--- src/core/scfg_pkg.sv ---
/*
 * Package for the system configuration and strap-mode block: register
 * offsets, field positions, reset values, mode encoding and carrier structs.
 * Assumes a 32-bit APB bus and a single 125 MHz clock domain.
 */
package scfg_pkg;

  // ************************************************************
  // register map (byte addresses, one aligned word each)
  // ************************************************************
  localparam logic [11:0] MODULE_CONFIGURATION_OFFSET = 12'h000;
  localparam logic [11:0] MODULE_STATUS_OFFSET        = 12'h004;
  localparam logic [11:0] EVENT_STATUS_OFFSET         = 12'h008;
  localparam logic [11:0] EVENT_MASK_OFFSET           = 12'h00C;

  // ************************************************************
  // field positions
  // ************************************************************
  localparam int CPU_CLOCK_OUT_ENABLE_BIT   = 1;
  localparam int GEN_CLOCK_A_OUT_ENABLE_BIT = 2;
  localparam int GEN_CLOCK_B_OUT_ENABLE_BIT = 5;
  localparam int STRAP_LOW_BIT              = 0;
  localparam int STRAP_HIGH_BIT             = 1;
  localparam int FLASH_PROGRAM_BUSY_BIT     = 3;
  localparam int EVT_BUSY_RISE_BIT          = 0;
  localparam int EVT_BUSY_FALL_BIT          = 1;

  // writable bits of module_configuration; reserved bits stay zero
  localparam logic [7:0] MODULE_CONFIGURATION_WMASK = 8'h26;
  localparam logic [7:0] MODULE_CONFIGURATION_RESET = 8'h00;
  localparam logic [1:0] EVENT_RESET                = 2'h0;

  // ************************************************************
  // timing
  // ************************************************************
  // length of the boot-branch substitution window in cycles
  localparam logic [3:0] BOOT_SUBST_CYCLES = 4'h4;
  // edges after reset release before the strap latch; covers both sync flops
  localparam logic [1:0] STRAP_SETTLE_CYCLES = 2'h2;

  // ************************************************************
  // operating environments
  // ************************************************************
  typedef enum logic [1:0] {
    SCFG_ENV_FLASH_TEST = 2'h0,
    SCFG_ENV_TEST       = 2'h1,
    SCFG_ENV_ISP        = 2'h2,
    SCFG_ENV_NORMAL     = 2'h3
  } scfg_env_t;

  // boot sequencer, Gray coded along the substitution path
  typedef enum logic [1:0] {
    SCFG_BOOT_IDLE  = 2'b00,
    SCFG_BOOT_SUBST = 2'b01,
    SCFG_BOOT_DONE  = 2'b11
  } scfg_boot_t;

  typedef struct packed {
    logic        psel;
    logic        penable;
    logic        pwrite;
    logic [11:0] paddr;
    logic [31:0] pwdata;
  } scfg_apb_req_t;

  typedef struct packed {
    logic        pready;
    logic        pslverr;
    logic [31:0] prdata;
  } scfg_apb_rsp_t;

  typedef struct packed {
    logic cpuClockOe;
    logic genClockAOe;
    logic genClockBOe;
    logic cpuClockOut;
    logic genClockAPin;
    logic genClockBPin;
  } scfg_clk_pins_t;

endpackage : scfg_pkg

--- src/core/scfg_strap_mode.sv ---
/*
 * System configuration block: samples the two environment straps after
 * reset release, picks the operating environment, runs the boot-branch substitution
 * for programming mode, and holds the configuration and status registers.
 * Assumes straps are pins (synchronised here), the flash busy and empty
 * flags come from flash logic on clk, and the prescaled clocks arrive on clk.
 */
// The APB slave port and the register addresses were chosen for this implementation.
`timescale 1ns/1ps

// Operation
// - strap pair selects one of four environments
// - mode fixed at reset until next reset
// - both high and empty memory gives programming
// - strap pull-ups enabled during reset sampling
// - programming mode substitutes boot branch first fetch
// - configuration register clears to zero on reset
// - configuration kept across all power modes
// - cpu clock pin driven only when enabled
// - generated clock a driven when enabled
// - clock b needs enable and cpu clock off
// - status bits hold captured strap levels
// - status bit three shows flash programming busy
module scfg_strap_mode (
  // clock and reset
  input  wire logic                    clk,
  input  wire logic                    rst,
  // apb slave
  input  wire scfg_pkg::scfg_apb_req_t apbReq,
  output      scfg_pkg::scfg_apb_rsp_t apbRsp,
  // strap pins
  input  wire logic                    strapSelLowN,
  input  wire logic                    strapSelHighN,
  output      logic                    strapPullUpEnable,
  // flash status
  input  wire logic                    programMemoryEmptyFlag,
  input  wire logic                    programFlashBusy,
  input  wire logic                    dataFlashBusy,
  // clock sources
  input  wire logic                    cpuClock,
  input  wire logic                    slowPrescalerDividerA,
  input  wire logic                    slowPrescalerDividerB,
  // mode and boot
  output      scfg_pkg::scfg_env_t     operatingMode,
  output      logic                    inSystemProgrammingMode,
  output      logic                    flashFetchDisable,
  output      logic                    bootBranchSubstitute,
  // clock pins
  output      scfg_pkg::scfg_clk_pins_t clkPins,
  // interrupt
  output      logic                    irq
);

  // ************************************************************
  // state
  // ************************************************************
  typedef struct packed {
    logic                 sampled;
    logic [1:0]           settle;
    logic [1:0]           strapBits;
    scfg_pkg::scfg_env_t  mode;
    scfg_pkg::scfg_boot_t boot;
    logic [3:0]           bootCount;
    logic [7:0]           cfgReg;
    logic                 busy;
    logic [1:0]           evtStatus;
    logic [1:0]           evtMask;
    logic                 ack;
    logic [31:0]          rdata;
    logic                 slvErr;
  } scfg_state_t;

  scfg_state_t st;
  scfg_state_t next_st;

  logic        strapLowSync;
  logic        strapHighSync;
  logic        access;
  logic        capture;
  logic        complete;
  logic        doWrite;
  logic        doRead;
  logic        busyNow;
  logic [1:0]  evtSet;
  logic        hit;
  logic [31:0] readVal;

  // ************************************************************
  // strap synchronisers
  // ************************************************************
  scfg_sync2 syncLow (
    .clk  (clk),
    .rst  (rst),
    .din  (strapSelLowN),
    .dout (strapLowSync)
  );

  scfg_sync2 syncHigh (
    .clk  (clk),
    .rst  (rst),
    .din  (strapSelHighN),
    .dout (strapHighSync)
  );

  // ************************************************************
  // next state
  // ************************************************************
  always_comb begin
    access   = apbReq.psel && apbReq.penable;
    // one wait state: the first access cycle captures read data into a
    // flop, the second raises pready; writes land only on that second edge
    capture  = access && !st.ack;
    complete = access && st.ack;
    doWrite  = complete && apbReq.pwrite;
    // read side effects happen at capture so no event slips in between
    doRead   = capture && !apbReq.pwrite;
    busyNow = programFlashBusy || dataFlashBusy;
    evtSet  = 2'h0;
    evtSet[scfg_pkg::EVT_BUSY_RISE_BIT] = busyNow && !st.busy;
    evtSet[scfg_pkg::EVT_BUSY_FALL_BIT] = !busyNow && st.busy;
    hit     = 1'b1;
    readVal = 32'h0000_0000;
    case (apbReq.paddr)
      scfg_pkg::MODULE_CONFIGURATION_OFFSET: readVal[7:0] = st.cfgReg;
      scfg_pkg::MODULE_STATUS_OFFSET: begin
        // reserved positions stay zero
        readVal[scfg_pkg::STRAP_LOW_BIT]          = st.strapBits[0];
        readVal[scfg_pkg::STRAP_HIGH_BIT]         = st.strapBits[1];
        readVal[scfg_pkg::FLASH_PROGRAM_BUSY_BIT] = st.busy;
      end
      scfg_pkg::EVENT_STATUS_OFFSET: readVal[1:0] = st.evtStatus;
      scfg_pkg::EVENT_MASK_OFFSET:   readVal[1:0] = st.evtMask;
      default: hit = 1'b0;
    endcase

    next_st = st;
    next_st.busy  = busyNow;

    // the sync flops hold their reset level, so wait until both carry pin
    // levels; latch once, then freeze until the next reset
    if (!st.sampled) begin
      if (st.settle == scfg_pkg::STRAP_SETTLE_CYCLES) begin
        next_st.sampled   = 1'b1;
        next_st.strapBits = {strapHighSync, strapLowSync};
        case ({strapHighSync, strapLowSync})
          2'b00:   next_st.mode = scfg_pkg::SCFG_ENV_FLASH_TEST;
          2'b01:   next_st.mode = scfg_pkg::SCFG_ENV_TEST;
          2'b10:   next_st.mode = scfg_pkg::SCFG_ENV_ISP;
          default: next_st.mode = programMemoryEmptyFlag ? scfg_pkg::SCFG_ENV_ISP
                                                        : scfg_pkg::SCFG_ENV_NORMAL;
        endcase
      end else begin
        next_st.settle = st.settle + 2'h1;
      end
    end

    // boot branch substitution while flash fetch is held off
    case (st.boot)
      scfg_pkg::SCFG_BOOT_IDLE: begin
        if (st.sampled) begin
          if (st.mode == scfg_pkg::SCFG_ENV_ISP) begin
            next_st.boot      = scfg_pkg::SCFG_BOOT_SUBST;
            next_st.bootCount = scfg_pkg::BOOT_SUBST_CYCLES;
          end else begin
            next_st.boot = scfg_pkg::SCFG_BOOT_DONE;
          end
        end
      end
      scfg_pkg::SCFG_BOOT_SUBST: begin
        next_st.bootCount = st.bootCount - 4'h1;
        if (st.bootCount == 4'h1) begin
          next_st.boot = scfg_pkg::SCFG_BOOT_DONE;
        end
      end
      scfg_pkg::SCFG_BOOT_DONE: next_st.boot = scfg_pkg::SCFG_BOOT_DONE;
      default:                  next_st.boot = scfg_pkg::SCFG_BOOT_IDLE;
    endcase

    // no power-mode input touches config, so it is kept
    if (doWrite) begin
      case (apbReq.paddr)
        scfg_pkg::MODULE_CONFIGURATION_OFFSET:
          next_st.cfgReg = apbReq.pwdata[7:0] & scfg_pkg::MODULE_CONFIGURATION_WMASK;
        scfg_pkg::EVENT_MASK_OFFSET: next_st.evtMask = apbReq.pwdata[1:0];
        default: ; // status is read only
      endcase
    end

    // read clears, but a new event in the same cycle wins
    if (doRead && apbReq.paddr == scfg_pkg::EVENT_STATUS_OFFSET) begin
      next_st.evtStatus = evtSet;
    end else begin
      next_st.evtStatus = st.evtStatus | evtSet;
    end

    // read data and error stand in flops until the next capture
    next_st.ack = capture;
    if (capture) begin
      next_st.rdata  = apbReq.pwrite ? 32'h0000_0000 : readVal;
      next_st.slvErr = !hit;
    end
  end

  always_ff @(posedge clk or posedge rst) begin
    if (rst) begin
      st           <= '0;
      st.strapBits <= 2'h3;
      st.mode      <= scfg_pkg::SCFG_ENV_NORMAL;
      st.boot      <= scfg_pkg::SCFG_BOOT_IDLE;
      st.cfgReg    <= scfg_pkg::MODULE_CONFIGURATION_RESET;
      st.evtStatus <= scfg_pkg::EVENT_RESET;
      st.evtMask   <= scfg_pkg::EVENT_RESET;
    end else begin
      st <= next_st;
    end
  end

  // ************************************************************
  // outputs
  // ************************************************************
  logic cpuOe;
  logic genAOe;
  logic genBOe;

  always_comb begin
    // pready follows the capture flop, so prdata is a registered value
    apbRsp.pready  = st.ack;
    apbRsp.prdata  = st.rdata;
    apbRsp.pslverr = st.ack && st.slvErr;
    // pull-ups stay on until the straps are latched
    strapPullUpEnable       = rst || !st.sampled;
    operatingMode           = st.mode;
    inSystemProgrammingMode = st.mode == scfg_pkg::SCFG_ENV_ISP;
    flashFetchDisable       = st.boot == scfg_pkg::SCFG_BOOT_SUBST;
    bootBranchSubstitute    = st.boot == scfg_pkg::SCFG_BOOT_SUBST;
    cpuOe  = st.cfgReg[scfg_pkg::CPU_CLOCK_OUT_ENABLE_BIT]
             && st.mode == scfg_pkg::SCFG_ENV_NORMAL;
    genAOe = st.cfgReg[scfg_pkg::GEN_CLOCK_A_OUT_ENABLE_BIT];
    genBOe = st.cfgReg[scfg_pkg::GEN_CLOCK_B_OUT_ENABLE_BIT]
             && !st.cfgReg[scfg_pkg::CPU_CLOCK_OUT_ENABLE_BIT];
    clkPins.cpuClockOe   = cpuOe;
    clkPins.genClockAOe  = genAOe;
    clkPins.genClockBOe  = genBOe;
    clkPins.cpuClockOut  = cpuOe  && cpuClock;
    clkPins.genClockAPin = genAOe && slowPrescalerDividerA;
    clkPins.genClockBPin = genBOe && slowPrescalerDividerB;
    irq = |(st.evtStatus & st.evtMask);
  end

  // ************************************************************
  // elaboration checks
  // ************************************************************
  // a zero count would wrap the substitution counter; fewer than two
  // settle edges would latch the straps before the second flop fills
  if (scfg_pkg::BOOT_SUBST_CYCLES == 4'h0) begin : gBadSubst
    $error("boot substitution length must not be zero");
  end
  if (scfg_pkg::STRAP_SETTLE_CYCLES < 2'h2) begin : gBadSettle
    $error("strap settle count must cover both synchroniser flops");
  end

endmodule : scfg_strap_mode

// ************************************************************
// two-flop synchroniser for a pin
// ************************************************************
module scfg_sync2 (
  // clock and reset
  input  wire logic clk,
  input  wire logic rst,
  // pin in, synchronised level out
  input  wire logic din,
  output      logic dout
);

  typedef struct packed {
    logic [1:0] stages;
  } scfg_sync_state_t;

  scfg_sync_state_t st;
  scfg_sync_state_t next_st;

  // only the second flop leaves this module; the first may be metastable
  always_comb begin
    next_st        = st;
    next_st.stages = {st.stages[0], din};
    dout           = st.stages[1];
  end

  // resets to the level that the strap pull-ups give
  always_ff @(posedge clk or posedge rst) begin
    if (rst) begin
      st.stages <= 2'h3;
    end else begin
      st <= next_st;
    end
  end

endmodule : scfg_sync2

--- config.mk ---
export PLATFORM = sky130hd
export DESIGN_NAME = scfg_strap_mode
export DESIGN_NICKNAME = d
export VERILOG_FILES = /design/src/core/scfg_pkg.sv /design/src/core/scfg_strap_mode.sv
export SDC_FILE = /design/constraint.sdc
export NUM_CORES = 1
export LEC_CHECK = 0
export ABC_AREA = 1
export BUFFER_PORTS_ARGS = -buffer_cell sky130_fd_sc_hd__buf_2
export CORE_ASPECT_RATIO = 0.8
export CORE_MARGIN = 8
export CORE_UTILIZATION = 40
export DETAILED_ROUTE_END_ITERATION = 6
export PLACE_DENSITY = 0.77
export REMOVE_ABC_BUFFERS = 1
export SYNTH_ARGS = -nofsm -noshare
export SYNTH_HDL_FRONTEND = slang
export SYNTH_HIERARCHICAL = 1
export SYNTH_SLANG_ARGS = --single-unit
--- constraint.sdc ---
create_clock -name clk -period 1.1 [get_ports clk]
set_input_delay 0.22 -clock clk [delete_from_list [all_inputs] [get_ports clk]]
set_output_delay 0.22 -clock clk [all_outputs]
set_load 0.02 [all_outputs]
==> results.cfg <==
[outcome]
status = finished with violations
violations = setup timing

[synthesis]
yosys_warnings = 6
syn_inst = 219
synth_cell_types = 28
ys_ff_latch = 32
synthesis.area_um2 = 1810
synth_seq_area_share = 0.448
avgSynthCellArea_um2 = 8.26
synthFlopType = dfrtp_1
async_reset_ff_frac = 1.00
synth_edf_count = 0

[die]
core_area_um2 = 4460
ios = 104
die_w_um = 91.2
die_y_um = 76.1
dieArea_um2 = 6940
start_util = 0.405
num_rows = 22

[route]
routed_wl_um = 4490
drc = 0
wl_per_cell_um = 12.6
routed_via_density = 4.30
drtIter0Drc = 56
vias = 1528
ant_nets = 0
dr.pass1.iters = 5

[cells_and_area]
antenna_cells = 0
nFillCells = 388
drive_gt1_frac = 0.502
layout_common_cells = buf_2, nand2_1, conb_1
fin_area_um2 = 2630
final_common_cell = buf_2
final_nets = 354
multiInputGateArea_um2 = 866
synthToLayoutAreaGrowth_pct = 45.5
ff_latch_area_um2 = 811

[clock_tree]
clock_latency_ps = 290
clock-sinks = 32
numCtsBuffers = 5
clkTransAtPathRegs_ps = 60
htreeDepth = 2
clk_path_buf_depth = 2
cts_tree = built
clockRootBuffer = clkbuf_8

[sta]
fin_ws_ps = -427
setup_viol = 36
period_minus_slack_ps = 1530
rsz0062_at_grt = yes
max_freq_ghz = 0.655
maxSlewViolCount = 0
finalClockSkew_ps = 3.27
hold_viol = 0
fin_crit_sh = 1.39
setup_tns_ps = -4750

[power_and_ir_drop]
power_density_nw_per_um2 = 1390
ir_drop_mv = 0.814
leakagePower_uw = 0.00139

[grt]
grt_first_pass_wirelength_um = 7270
grt-ovfl-total = 0
grt_max_degree = 29
grtUsageTotal = 0.130
antenna_found_initial = 0
grt_pass1_vias = 1624

[setup_path]
cp_max_fo = 2
path_class = flip-flop to output pin
critPathRequiredTime_ps = 880
cp-end-kind = output pin
worst_setup_path_start_kind = flip-flop
worstPathArrival_ps = 1310

[place]
globalplace.congestion = 0.830
place_area_um2 = 2040
hpwl_um = 3140
port_buffers = 48
dpl_worst_slack_ps = -270

[flow_run]
cap_viol_max_count = 0

[hold_path]
hold_class = primary input to flip-flop
==> stage by stage <==
step                utilization  hold WS [ps]  cells  total power (uW)
floorplan                     -           132    205              1820
global placement          0.458           264    329              2000
detailed placement        0.458           267    329              2030
CTS                       0.552          14.0    351              3500
global route              0.590         0.819    355              3860
finish                    0.590          23.3    355              3660
==> repair_timing <==
action                                  CTS  global route
hold endpoints to repair                  4             0
pin swaps                                18            11
endpoints found under the setup margin   33            38
gates resized for setup                  66            39
hold buffers                              1             0
buffers inserted                         13             7
gates cloned                              0             0
==> worst paths after layout <==
| check | start | to | slack, ps | depth (start not counted) |
|---|---|---|---|---|
| max reg2reg | operatingMode[1] | st[50] | -240 | 8 |
| min reg2reg | syncHigh/st[0] | syncHigh/st[1] | 360 | 0 |
| max | operatingMode[0] | inSystemProgrammingMode | -430 | 5 |
| max in group asynchronous | rst | syncLow/st[1] | 550 | 3 |
| min | strapSelHighN | syncHigh/st[0] | 20 | 1 |
| min in group asynchronous | rst | st[59] | 110 | 3 |
==> cell usage after synthesis (3+ instances only) <==
| cell type | count | area (um2) |
|---|---|---|
| a21oi_1 | 3 | 15.0 |
| buf_4 | 40 | 300 |
| dfrtp_1 | 24 | 601 |
| dfstp_2 | 8 | 210 |
| ha_1 | 3 | 37.5 |
| inv_1 | 32 | 120 |
| nand2_1 | 44 | 165 |
| nand3_1 | 10 | 50.1 |
| nor2_1 | 18 | 67.6 |
| o21ai_0 | 10 | 50.1 |
| o21ai_1 | 5 | 25.0 |
| o31ai_2 | 3 | 37.5 |
==> final cells by class <==
class / instances / share of cell area
clock buffers: 7 / 0.0366
clock inverters: 1 / 0.0114
inverters: 33 / 0.0480
multi-input cells: 140 / 0.329
flip-flops and latches: 32 / 0.308
well taps: 60 / 0.0285
repair buffers: 82 / 0.238
==> registers in the layout, summed over array words and instances (netlist names) <==
register and count:
syncLow/st 2, clkPins 1, apbRsp 6, operatingMode 2, syncHigh/st 2, st 19
==> where the power goes <==
group          switching, uW  leakage, uW  internal, uW  total, uW
sequential              66.9     0.000351          1300       1360
combinational            619     0.000973           444       1060
clock                    440    0.0000645           799       1240
==> routing by layer <==
metal	part of all wire	GRT usage
met1	0.38	0.135
met2	0.51	0.210
met3	0.096	0.0699
met4	0.016	0.0620
met5	0	0
==> worst max-delay path, stage by stage (launching register included) <==
cell	delay (ps)
dfstp_2	540
buf_4	100
buf_6	90
nor2_4	30
buf_4	130
buf_6	120
==> kinds of logic after synthesis <==
| kind of cell | synth area share |
|---|---|
| buf+inv | 0.235 |
| compound gates | 0.0858 |
| xor+xnor | 0.00485 |
| simple gates | 0.203 |
| flops | 0.448 |
| other cells | 0.00207 |
| fa+ha+maj | 0.0208 |
(Power assumes the default switching activity.)
